--- config.mk ---
export PLATFORM = sky130hd
export DESIGN_NAME = nvc_host
export DESIGN_NICKNAME = d
export VERILOG_FILES = /design/src/rtl/nvc_phase.v /design/src/rtl/nvc_host.v
export VERILOG_INCLUDE_DIRS = /design/src /design/src/rtl
export SDC_FILE = /design/constraint.sdc
export NUM_CORES = 1
export LEC_CHECK = 0
export BUFFER_PORTS_ARGS = -buffer_cell sky130_fd_sc_hd__buf_4
export CAP_MARGIN = 10
export CORE_MARGIN = 3
export CORE_UTILIZATION = 58
export CTS_BUF_LIST = sky130_fd_sc_hd__clkbuf_4
export CTS_CLUSTER_SIZE = 24
export DETAILED_ROUTE_END_ITERATION = 6
export PLACE_DENSITY = 0.83
export SYNTH_ARGS = -nofsm -noshare
export SYNTH_HDL_FRONTEND = slang
export SYNTH_SLANG_ARGS = --single-unit
--- constraint.sdc ---
create_clock -name clk_sys -period 3.2 [get_ports clk_sys]
set_input_delay 0.64 -clock clk_sys [delete_from_list [all_inputs] [get_ports clk_sys]]
set_output_delay 0.64 -clock clk_sys [all_outputs]
set_load 0.05 [all_outputs]
--- src/rtl/nvc_map.vh ---
// Purpose: constants for the host controller of the nonvolatile static memory
// Assumes: clk_sys at 20 MHz (50 ns period)
// Notes:   definitions only
`ifndef NVC_MAP_VH
`define NVC_MAP_VH
`define NVC_CLK_NS          32'd50
// command address words (compared on bits 14..2)
`define NVC_SEQ_A1          16'h4E38
`define NVC_SEQ_A2          16'hB1C7
`define NVC_SEQ_A3          16'h83E0
`define NVC_SEQ_A4          16'h7C1F
`define NVC_SEQ_A5          16'h703F
`define NVC_CMD_SAVE        16'h8FC0
`define NVC_CMD_RESTORE     16'h4C63
`define NVC_CMD_PLS_OFF     16'h8B45
`define NVC_CMD_PLS_ON      16'h4B46
// command codes on cmd_op
`define NVC_OP_SAVE         2'h0
`define NVC_OP_RESTORE      2'h1
`define NVC_OP_PLS_OFF      2'h2
`define NVC_OP_PLS_ON       2'h3
// times
`define NVC_T_CYCLE_NS      32'd50
`define NVC_T_REQ_PULSE_NS  32'd15
`define NVC_T_SAVE_US       32'd8000
`define NVC_T_RESTORE_US    32'd200
`define NVC_T_SEQ_ACT_US    32'd100
`define NVC_T_POWERUP_US    32'd20000
`define NVC_T_BUSY_REL_NS   32'd500
`endif

--- src/rtl/nvc_phase.v ---
// Purpose: counts phases of one bus access for the host controller
// Assumes: clock enable freezes the count
// Notes:   cnt_done pulses when count reaches limit
`timescale 1ns/1ps
module nvc_phase #(
   parameter W = 24
) (
   clk_sys,
   rst,
   ce,
   start,
   limit,
   busy,
   cnt_done
);
   input  wire         clk_sys;
   input  wire         rst;
   input  wire         ce;
   input  wire         start;
   input  wire [W-1:0] limit;
   output wire         busy;
   output wire         cnt_done;

   reg [W-1:0] cnt_r;
   reg         run_r;

   assign busy     = run_r;
   assign cnt_done = run_r & (cnt_r >= limit);

   // counter runs from start until limit, then stops
   always @(posedge clk_sys) begin
      if (rst) begin
         cnt_r <= {W{1'b0}};
         run_r <= 1'b0;
      end else if (ce) begin
         if (start) begin
            cnt_r <= {W{1'b0}};
            run_r <= 1'b1;
         end else if (cnt_done) begin
            run_r <= 1'b0;
         end else if (run_r) begin
            cnt_r <= cnt_r + {{(W-1){1'b0}}, 1'b1};
         end
      end
   end
endmodule // nvc_phase

--- src/rtl/nvc_host.v ---
// Purpose: host controller driving the nonvolatile static memory over its pins
// Assumes: one clock, pins synchronous to clk_sys; device ready after power-up wait
// Notes:
// Notes on behaviour
// device deselected on chip select high; select low reads, gates or writes by strobes.
// host keeps the busy line released high during every read and write.
// write strobe stays high for the whole of every read.
// write strobe low at select fall keeps device outputs off; host does this on every write.
// device skips hardware save when nothing was written since last cycle.
// device still takes a write in flight for 25 ns after a save trigger.
// device ignores accesses during save, restore and low supply.
// power-up restore finishes within 20 ms after supply is good.
// save locks accesses up to 8 ms, software restore up to 200 us.
// device acts on a command sequence within 100 us.
// each command step is one select-timed read of one address.
// six command reads consecutive, in order, write strobe high on all.
// data of the sixth command read is discarded.
// hardware save request holds the busy line low at least 15 ns.
// with no pending write the device returns outputs within 25 ns.
// device drives busy high up to 500 ns after save, then releases it.
// command prefix reads 4E38, B1C7, 83E0, 7C1F, 703F.
// sixth address selects save, restore, power-loss save off or on.
// only address bits 14 to 2 are decoded by the device.
// busy line low from outside requests a save; device holds it low meanwhile.
// device restarts sequence on mismatch or intervening write.
// during hardware save busy stays low and device outputs stay off.
`timescale 1ns/1ps
`include "nvc_map.vh"
module nvc_host #(
   parameter AW          = 19,
   parameter CLK_NS      = 50,
   parameter POWERUP_CYC = ((`NVC_T_POWERUP_US * 1000) / CLK_NS),
   parameter SAVE_CYC    = ((`NVC_T_SAVE_US * 1000) / CLK_NS),
   parameter RESTORE_CYC = ((`NVC_T_RESTORE_US * 1000) / CLK_NS)
) (
   clk_sys,
   rst,
   ce,
   req_valid,
   req_ready,
   req_write,
   req_addr,
   req_wdata,
   rsp_valid,
   rsp_rdata,
   cmd_valid,
   cmd_ready,
   cmd_op,
   hw_save_req,
   dev_ready,
   mem_addr,
   mem_cs_n,
   mem_we_n,
   mem_oe_n,
   byte_lines_i,
   byte_lines_o,
   byte_lines_oe,
   busy_line_i,
   busy_line_o,
   busy_line_oe
);
   input  wire          clk_sys;
   input  wire          rst;
   input  wire          ce;
   input  wire          req_valid;
   output wire          req_ready;
   input  wire          req_write;
   input  wire [AW-1:0] req_addr;
   input  wire [7:0]    req_wdata;
   output reg           rsp_valid;
   output reg  [7:0]    rsp_rdata;
   input  wire          cmd_valid;
   output wire          cmd_ready;
   input  wire [1:0]    cmd_op;
   input  wire          hw_save_req;
   output wire          dev_ready;
   output reg  [AW-1:0] mem_addr;
   output reg           mem_cs_n;
   output reg           mem_we_n;
   output reg           mem_oe_n;
   input  wire [7:0]    byte_lines_i;
   output reg  [7:0]    byte_lines_o;
   output reg           byte_lines_oe;
   input  wire          busy_line_i;
   output wire          busy_line_o;
   output reg           busy_line_oe;

   // select stays low three cycles (150 ns), well above 45 ns cycle and 30 ns pulse limits
   localparam [23:0] ACC_CYC  = 24'd1;
   // counts are worked out at full width, then cut to the counter width on purpose
   localparam        REQ_N    = ((`NVC_T_REQ_PULSE_NS + CLK_NS - 1) / CLK_NS);
   localparam        BREL_N   = ((`NVC_T_BUSY_REL_NS + CLK_NS - 1) / CLK_NS);
   localparam        SEQ_N    = ((`NVC_T_SEQ_ACT_US * 1000) / CLK_NS);
   localparam [23:0] REQ_CYC  = REQ_N[23:0];
   localparam [23:0] BREL_CYC = BREL_N[23:0];
   localparam [23:0] SEQ_CYC  = SEQ_N[23:0];

   // one-hot states
   localparam [6:0] S_PWR  = 7'h01;
   localparam [6:0] S_IDLE = 7'h02;
   localparam [6:0] S_ACC  = 7'h04;
   localparam [6:0] S_GAP  = 7'h08;
   localparam [6:0] S_HREQ = 7'h10;
   localparam [6:0] S_HWT  = 7'h20;
   localparam [6:0] S_LOCK = 7'h40;

   reg  [6:0]  st_r;
   reg  [6:0]  st_nxt;
   reg  [2:0]  step_r;       // command read index 0..5
   reg         cmd_act_r;
   reg  [1:0]  op_r;
   reg         wr_r;
   reg  [23:0] lim_r;
   reg         start_r;
   wire        ph_busy;
   wire        ph_done;

   // address of a command step; only bits 14..2 matter to the device
   function [15:0] seq_word;
      input [2:0] s;
      input [1:0] op;
      begin
         case (s)
            3'h0: seq_word = `NVC_SEQ_A1;
            3'h1: seq_word = `NVC_SEQ_A2;
            3'h2: seq_word = `NVC_SEQ_A3;
            3'h3: seq_word = `NVC_SEQ_A4;
            3'h4: seq_word = `NVC_SEQ_A5;
            default: begin
               case (op)
                  `NVC_OP_SAVE:    seq_word = `NVC_CMD_SAVE;
                  `NVC_OP_RESTORE: seq_word = `NVC_CMD_RESTORE;
                  `NVC_OP_PLS_OFF: seq_word = `NVC_CMD_PLS_OFF;
                  default:         seq_word = `NVC_CMD_PLS_ON;
               endcase
            end
         endcase
      end
   endfunction

   // lockout length after a command
   function [23:0] lock_len;
      input [1:0] op;
      begin
         case (op)
            `NVC_OP_SAVE:    lock_len = SAVE_CYC[23:0];
            `NVC_OP_RESTORE: lock_len = RESTORE_CYC[23:0];
            default:         lock_len = SEQ_CYC;
         endcase
      end
   endfunction

   nvc_phase #(
      .W        (24)
   ) u_phase (
      .clk_sys  (clk_sys),
      .rst      (rst),
      .ce       (ce),
      .start    (start_r),
      .limit    (lim_r),
      .busy     (ph_busy),
      .cnt_done (ph_done)
   );

   assign req_ready   = ce & st_r[1] & ~cmd_valid & ~hw_save_req;
   assign cmd_ready   = ce & st_r[1] & ~hw_save_req;
   assign dev_ready   = st_r[1];
   assign busy_line_o = 1'b0;   // host only ever pulls low; released otherwise

   // next state
   always @* begin
      st_nxt = st_r;
      case (st_r)
         S_PWR:  if (ph_done) st_nxt = S_IDLE;
         S_IDLE: begin
            if (hw_save_req)    st_nxt = S_HREQ;
            else if (cmd_valid) st_nxt = S_ACC;
            else if (req_valid) st_nxt = S_ACC;
         end
         S_ACC:  if (ph_done) st_nxt = S_GAP;
         S_GAP: begin
            if (cmd_act_r && step_r != 3'h5) st_nxt = S_ACC;
            else if (cmd_act_r)              st_nxt = S_LOCK;
            else                             st_nxt = S_IDLE;
         end
         S_HREQ: if (ph_done) st_nxt = S_HWT;
         S_HWT:  if (busy_line_i) st_nxt = S_LOCK;
         S_LOCK: if (ph_done) st_nxt = S_IDLE;
         default: st_nxt = S_IDLE;
      endcase
   end

   // state, pins and counter control
   always @(posedge clk_sys) begin
      if (rst) begin
         st_r          <= S_PWR;
         step_r        <= 3'h0;
         cmd_act_r     <= 1'b0;
         op_r          <= `NVC_OP_SAVE;
         wr_r          <= 1'b0;
         lim_r         <= POWERUP_CYC[23:0];
         start_r       <= 1'b1;
         mem_addr      <= {AW{1'b0}};
         mem_cs_n      <= 1'b1;
         mem_we_n      <= 1'b1;
         mem_oe_n      <= 1'b1;
         byte_lines_o  <= 8'h00;
         byte_lines_oe <= 1'b0;
         busy_line_oe  <= 1'b0;
         rsp_valid     <= 1'b0;
         rsp_rdata     <= 8'h00;
      end else if (ce) begin
         st_r      <= st_nxt;
         start_r   <= 1'b0;
         rsp_valid <= 1'b0;
         case (st_r)
            S_IDLE: begin
               if (hw_save_req) begin
                  busy_line_oe <= 1'b1;
                  lim_r        <= REQ_CYC;
                  start_r      <= 1'b1;
               end else if (cmd_valid) begin
                  cmd_act_r <= 1'b1;
                  op_r      <= cmd_op;
                  step_r    <= 3'h0;
                  wr_r      <= 1'b0;
                  mem_addr  <= {{(AW-16){1'b0}}, `NVC_SEQ_A1};
                  mem_we_n  <= 1'b1;
                  mem_cs_n  <= 1'b0;
                  mem_oe_n  <= 1'b0;
                  lim_r     <= ACC_CYC;
                  start_r   <= 1'b1;
               end else if (req_valid) begin
                  wr_r          <= req_write;
                  mem_addr      <= req_addr;
                  // strobe falls with select; device has 0 ns address setup
                  mem_we_n      <= ~req_write;
                  mem_oe_n      <= req_write;
                  mem_cs_n      <= 1'b0;
                  byte_lines_o  <= req_wdata;
                  byte_lines_oe <= req_write;
                  lim_r         <= ACC_CYC;
                  start_r       <= 1'b1;
               end
            end
            S_ACC: if (ph_done) begin
               mem_cs_n      <= 1'b1;
               mem_we_n      <= 1'b1;
               mem_oe_n      <= 1'b1;
               byte_lines_oe <= 1'b0;
               if (!cmd_act_r && !wr_r) begin
                  rsp_valid <= 1'b1;
                  rsp_rdata <= byte_lines_i;
               end else if (!cmd_act_r) begin
                  rsp_valid <= 1'b1;
               end
               // sixth command byte is not returned
            end
            S_GAP: begin
               if (cmd_act_r && step_r != 3'h5) begin
                  step_r   <= step_r + 3'h1;
                  mem_addr <= {{(AW-16){1'b0}}, seq_word(step_r + 3'h1, op_r)};
                  mem_cs_n <= 1'b0;
                  mem_oe_n <= 1'b0;
                  start_r  <= 1'b1;
               end else if (cmd_act_r) begin
                  cmd_act_r <= 1'b0;
                  lim_r     <= lock_len(op_r);
                  start_r   <= 1'b1;
               end
            end
            S_HREQ: if (ph_done) begin
               busy_line_oe <= 1'b0;   // release; device holds low if saving
            end
            S_HWT: if (busy_line_i) begin
               // device may keep driving high briefly after a save
               lim_r   <= BREL_CYC;
               start_r <= 1'b1;
            end
            default: ;
         endcase
      end
   end
endmodule // nvc_host

==> results of run 1 <==
[worst min path at each step]
stage / startpoint / to / cells past startpoint
detailed placement: mem_addr[4] / mem_addr[4] / 2
floorplan: lim_r[18] / lim_r[18] / 1
CTS: req_wdata[4] / byte_lines_o[4] / 3
finish: byte_lines_i[7] / rsp_rdata[7] / 3
global route: req_wdata[5] / byte_lines_o[5] / 3
global placement: lim_r[18] / lim_r[18] / 1
[final cells by class]
class	count	area, sq um	share of cell area
Clock buffer	9	67.56	0.01199
Inverter	23	86.33	0.01532
Tap cell	102	127.6	0.02264
Clock inverter	7	87.58	0.01554
Timing Repair Buffer	97	728.2	0.1292
Multi-Input combinational cell	414	2698	0.4786
Sequential cell	92	1842	0.3267
[metal layers]
metal	GRT usage	vias up	part of all wire
li1	-	2155	-
met2	0.4508	207	0.49
met3	0.03641	30	0.066
met4	0.1157	0	0.022
met1	0.3649	2048	0.42
met5	0	-	0
[repair_timing]
item / CTS / global route
endpoints found under the setup margin: 0 / 2
hold endpoints to repair: 0 / 0
resized for setup: 0 / 1
[kinds of logic (layout without fill, tap and decap cells)]
kind of cell               after synthesis  count (layout)  share of synthesized area
and+or+nand+nor                        224             224                     0.2365
AOI/OAI and AO/OA                      124             124                     0.1822
DFF                                     92              92                     0.3886
buffers and inverters                   50             136                    0.04356
adders and majority gates               29              29                    0.07656
muxes                                   20              20                    0.04224
xor gates and xnor gates                16              16                    0.02957
other                                    1               1                  0.0007912
[power groups by stage]
stage	registers (W)	clock network, W	logic, W
after global placement	0.00119	0	0.000192
after floorplan	0.00120	0	0.000101
after detailed placement	0.00119	0	0.000195
after CTS	0.00117	0.000711	0.000197
final	0.00117	0.000698	0.000198
after global routing	0.00117	0.000754	0.000216
[state kept, by name, summed over array words and instances (netlist names), 2 cells and up]
register,cells
st_r,7
byte_lines_o,8
mem_addr,19
rsp_rdata,8
u_phase.cnt_r,24
step_r,3
lim_r,11
op_r,2
[synthesized netlist by cell type (all sizes together) (4+ instances only)]
| master | n |
|---|---|
| or4 | 5 |
| and2 | 5 |
| nand4 | 10 |
| a211oi | 6 |
| inv | 23 |
| and3 | 6 |
| buf | 6 |
| mux2i | 20 |
| ha | 29 |
| nand2 | 53 |
| nand3 | 17 |
| xor2 | 8 |
| nor3 | 16 |
| a2111oi | 6 |
| clkbuf | 21 |
| o211ai | 5 |
| nor4 | 10 |
| nand2b | 8 |
| nor2 | 71 |
| o21ai | 25 |
| a21o | 9 |
| dfxtp | 92 |
| o2111ai | 4 |
| xnor2 | 8 |
| or3 | 9 |
| a21oi | 41 |
[stage by stage]
stage                     total power, W  instances  instance area (sq um)  setup slack, ps    util
after floorplan                 0.001306        556                   4740            259.1       -
after global placement          0.001383        728                   5482            441.9  0.6985
after detailed placement        0.001386        728                   5482            280.0  0.6985
after CTS                       0.002075        744                   5637            243.3  0.7183
after global routing            0.002139        744                   5637            43.77  0.7183
final                           0.002063        744                   5637            262.4  0.7183
[worst max-delay path, delay by kind of cell, from the launching register on]
family,cells,cell delay (ps)
DFF,1,360
and+or+nand+nor,4,1240
adders and majority gates,1,330
buffers and inverters,1,60
AOI/OAI and AO/OA,3,850
[cells in the final DEF (no fill, tap or decap), types with 8 or more instances in the layout]
cell type	n
buf_4	97
nand3_1	16
dfxtp_1	92
nand4_1	10
nor3_1	15
xor2_1	8
inv_1	23
clkbuf_4	9
nand2_1	53
nand2b_1	8
nor2_1	69
ha_1	29
nor4_1	9
xnor2_1	8
o21ai_0	24
mux2i_1	20
or3_1	8
a21oi_1	41
==> flow_summary.yaml, run 1 <==
global_routing:
  first_global_vias: 4404
  antenna_found_initial: 0
  overflow: 0
  grt.total_usage: 0.2751
  grt_start_max_net_pins: 74
  grt_pass1_wl_microns: 20300
pwr:
  seq_power_share: 0.565
  clockPowerShare: 0.338
  p_comb_frac: 0.096
  p_switching_w: 0.0005712
  ir_worst_vdd_uv: 249.2
  power.density_nw_per_um2: 366.0
  p_leak_nw: 2.311
  switching_share: 0.2769
  p_int_w: 0.001492
synthesis:
  ys_ff_latch: 92
  async_flop_share: 0
  synth_area_leader_cell: "dfxtp_1"
  synth_cells: 556
  avgSynthCellArea_sq_um: 8.524
  yosys_warnings: 0
  synth-seq-area-share: 0.3886
  yosys.cell_types.count: 63
  netlist.area_leader.share: 0.3886
  synth_nets: 630
  synth_ff_type: "dfxtp_1"
  synth.cell_area_sq_um: 4740
  synth_edf_count: 0
  netlist_top_cells_area: "dfxtp_1 (39%), ha_1 (7.7%), nor2_1 (5.5%), a21oi_1 (4.3%), mux2i_1 (4.2%)"
critical_path:
  cp_data_arrival_time_ps: 3280
  critPathKind: "register to register"
  critPathLaunch: "lim_r[17]"
  path_cells: "inv_1 -> ha_1 -> nand4bb_2 -> or3_4 -> nor3_4 -> a21o_2 -> and3_1 -> o311ai_1 -> a221o_1"
  ff2ff_path_depth: 9
  r2r_end: "mem_cs_n"
  ff2ff_setup_slack_ps: 260
  cp-end-kind: "register"
  r2r_start: "lim_r[17]"
  cp-start-kind: "register"
  cp_max_fo: 13
  max_stage_delay_ps: 440
  slowest_stage: "or3_4"
  crit_required_ps: 3540
  crit_end: "mem_cs_n"
status:
  outcome: "finished, final reports clean"
clocking:
  post_cts_buffers: 0
  path_clk_slew_ps: 170
  hold_buffers: 0
  cts_buffers: 9
  cts_sinks: 92
  h-tree-depth: 3
  clkLatencyLatePin_ps: 440
  root_buffer: "clkbuf_4"
  tritoncts: "done"
  clk_path_buf_depth: 2
timing:
  rsz0062_at_grt: "false"
  finalHoldViolCount: 0
  worst_slew_pin_slew_ps: 784.7
  fmax_mhz: 340.4
  finalCritPeriodShare: 0.9180
  finalCriticalPeriod_ps: 2938
  slew_violations: 0
  relSlewSlack: 0.4725
  fin_skew_ps: 14.90
  setup_violations: 0
  worst_hold_slack_ps: 418.5
  finalSetupTns_ps: 0
placement:
  hpwl_microns: 8853
  place_congestion: 0.8845
  portBuffers: 88
cells_and_area:
  fillers: 652
  n_antenna_cell: 0
  layout-drive-gt1-share: 0.2072
  fin_nets: 711
  area_growth_pct: 18.93
drt:
  drc: 0
  antenna_left: 0
  first_iter_violations: 230
  routed_via_density: 5.968
  routed_wl_microns: 12050
  wl_per_cell_microns: 16.19
  via_count: 4440
  drtPass1Iterations: 5
floorplan:
  ioPinCount: 90
  dieArea_sq_um: 9292
  start_util: 0.6040
  core_area_sq_um: 7848
  die_x_microns: 96.40
  placement_rows: 32
  chipHeight_microns: 96.40
run:
  maxCapViolCount: 0
min_path:
  hold_class: "input pin to register"
No activity file was read; power rests on OpenSTA's default activity.
==> run 2, diff against run 1 <==
--- a/config.mk
+++ b/config.mk
@@ -6,14 +6,16 @@
 export SDC_FILE = /design/constraint.sdc
 export NUM_CORES = 1
 export LEC_CHECK = 0
+export ABC_AREA = 1
 export BUFFER_PORTS_ARGS = -buffer_cell sky130_fd_sc_hd__buf_4
 export CAP_MARGIN = 10
 export CORE_MARGIN = 3
-export CORE_UTILIZATION = 58
+export CORE_UTILIZATION = 59
 export CTS_BUF_LIST = sky130_fd_sc_hd__clkbuf_4
 export CTS_CLUSTER_SIZE = 24
 export DETAILED_ROUTE_END_ITERATION = 6
 export PLACE_DENSITY = 0.83
+export REMOVE_ABC_BUFFERS = 1
 export SYNTH_ARGS = -nofsm -noshare
 export SYNTH_HDL_FRONTEND = slang
 export SYNTH_SLANG_ARGS = --single-unit
==> run 2 against run 1 <==
Against the previous run: die area up 11%; via count rose by 19%; core utilization fell by 0.90 points; worst setup slack better by 530 ps; final cell count up 26%; first-iteration DRC count grew 47%; sequential share of layout area fell by 3.2 points; highest routed layer unchanged.
==> flow_summary.yaml, run 2 <==
synthesis:
  avgSynthCellArea_sq_um: 7.222
  netlist.area_leader.share: 0.3418
  synth.cell_area_sq_um: 5388
  netlist_top_cells_area: "dfxtp_1 (34%), nand2_1 (9.7%), ha_1 (6.7%), nor2_1 (6.4%), a21oi_1 (6.0%)"
  ys_ff_latch: 92
  yosys_warnings: 0
  synth_edf_count: 0
  synth_cells: 746
  synth_area_leader_cell: "dfxtp_1"
  async_flop_share: 0
  synth-seq-area-share: 0.3418
  synth_ff_type: "dfxtp_1"
  synth_commonest_cells: "nand2_1 (139), dfxtp_1 (92), nor2_1 (92)"
  post-synth-top-count-cell: "nand2_1"
  yosys.cell_types.count: 44
timing:
  finalSetupTns_ps: 0
  fmax_mhz: 414.7
  worst_hold_slack_ps: 412.5
  finalCritPeriodShare: 0.7536
  finalCriticalPeriod_ps: 2412
  setup_violations: 0
  fin_skew_ps: 21.24
  rsz0062_at_grt: "false"
  slew_violations: 0
  worst_slew_pin_slew_ps: 784.5
  finalHoldViolCount: 0
  relSlewSlack: 0.4757
global_routing:
  antenna_found_initial: 0
  first_global_vias: 4985
  grt_pass1_wl_microns: 22800
  grt.total_usage: 0.2709
  overflow: 0
  grt_start_max_net_pins: 50
floorplan:
  ioPinCount: 90
  placement_rows: 34
  core_area_sq_um: 8806
  chipHeight_microns: 101.6
  dieArea_sq_um: 10310
  die_x_microns: 101.6
  start_util: 0.6118
placement:
  portBuffers: 88
  hpwl_microns: 10210
  place_congestion: 0.8794
critical_path:
  r2r_end: "u_phase.cnt_r[17]"
  crit_required_ps: 3580
  r2r_start: "u_phase.cnt_r[17]"
  critPathKind: "register to register"
  cp_max_fo: 23
  ff2ff_setup_slack_ps: 790
  ff2ff_path_depth: 10
  cp-start-kind: "register"
  cp_data_arrival_time_ps: 2790
  cp-end-kind: "register"
clocking:
  h-tree-depth: 3
  root_buffer: "clkbuf_4"
  clk_path_buf_depth: 2
  clkLatencyLatePin_ps: 450
  post_cts_buffers: 0
  path_clk_slew_ps: 150
  cts_buffers: 9
  tritoncts: "done"
  cts_sinks: 92
  hold_buffers: 0
  cts-resized-gates: 0
drt:
  drtPass1Iterations: 5
  routed_wl_microns: 13910
  antenna_left: 0
  first_iter_violations: 337
  via_count: 5286
  routed_via_density: 5.641
  wl_per_cell_microns: 14.84
  drc: 0
cells_and_area:
  area_growth_pct: 15.93
  reg.largest.list: "u_phase.cnt_r x24, mem_addr x19, lim_r x11"
  layout_commonest_cell: "nand2_1"
  layout-drive-gt1-share: 0.2063
  n_antenna_cell: 0
  regMostFlops: "u_phase.cnt_r"
  fillers: 700
  fin_nets: 898
  layout_common_cells: "nand2_1 (139), buf_4 (93), nor2_1 (92), dfxtp_1 (92), inv_1 (73)"
  largest_register_ffs: 24
run:
  maxCapViolCount: 0
min_path:
  min_to: "byte_lines_o[7]"
  hold_class: "input pin to register"
  min_path_cells: 3
  holdCritStartpoint: "req_wdata[7]"
pwr:
  ir_worst_vdd_uv: 270.6
  power.density_nw_per_um2: 462.2
  p_leak_nw: 2.782
status:
  outcome: "finished, final reports clean"
## run 2: cell count changes in the layout (fill, tap and decap cells not counted), sizes merged, moves of 9 or more
cell | before | now
nand4 | 10 | 27
or3 | 9 | 0
nand2 | 53 | 155
mux2i | 20 | 0
inv | 27 | 88
nor2 | 71 | 104
nand3 | 17 | 50
o21ai | 25 | 46
a21oi | 41 | 71
## run 2: logic make-up after synthesis
group	share of synthesized area
flip-flops	0.3418
other	0.0006960
AND/OR/NAND/NOR	0.3479
adder cells (fa/ha/maj)	0.06735
AO/OA/AOI/OAI	0.1354
XOR/XNOR	0.02113
buffers and inverters	0.08569
## run 2: stage by stage
step           setup slack [ps]  cells  power, W  utilization  cell area, sq um
2_1_floorplan             213.4    720  0.001912            -              5250
3_3_place_gp              990.5    921  0.002124       0.6908              6083
3_5_place_dp              863.4    921  0.002152       0.6908              6083
4_1_cts                   847.2    937  0.002886       0.7093              6246
5_1_grt                   620.3    937  0.003022       0.7093              6246
6_report                  788.3    937  0.002887       0.7093              6246
## run 2: critical path, cell delays in order (launching register included)
cell and delay, ps:
dfxtp_1 470, ha_1 290, a21oi_1 190, nor2_1 60, nor2_1 100, nand2_1 70
nor2_2 130, nand4_1 120, nand2_1 600, nand2_1 150, a21oi_1 160
## run 2: worst max path at each step
stage,cells past startpoint,endpoint,from
2_1_floorplan,2,req_ready,st_r[1]
3_3_place_gp,4,req_ready,ce
3_5_place_dp,12,mem_addr[2],step_r[0]
4_1_cts,12,mem_addr[2],step_r[0]
5_1_grt,12,u_phase.cnt_r[19],u_phase.cnt_r[13]
6_report,10,u_phase.cnt_r[17],u_phase.cnt_r[17]
## run 2: per-layer routing
| layer | part of all wire | track usage | up-vias |
|---|---|---|---|
| met2 | 0.50 | 0.4733 | 185 |
| met1 | 0.42 | 0.3315 | 2452 |
| li1 | - | - | 2614 |
| met5 | 0 | 0 | - |
| met3 | 0.056 | 0.04339 | 35 |
| met4 | 0.027 | 0.1094 | 0 |
## run 2: where the power goes
| part | internal (W) | switching [W] |
|---|---|---|
| logic | 0.000269 | 0.000582 |
| registers | 0.00122 | 0.0000741 |
| clock network | 0.000322 | 0.000419 |
## run 2: cell type report
| type | instances | area, sq um | share of cell area |
|---|---|---|---|
| sequential | 92 | 1842 | 0.2949 |
| timing repair buffer | 93 | 698.2 | 0.1118 |
| inverter | 85 | 324.1 | 0.05188 |
| multi-input combinational | 543 | 3084 | 0.4938 |
| clock inverter | 7 | 95.09 | 0.01522 |
| tap | 108 | 135.1 | 0.02163 |
| clock buffer | 9 | 67.56 | 0.01082 |
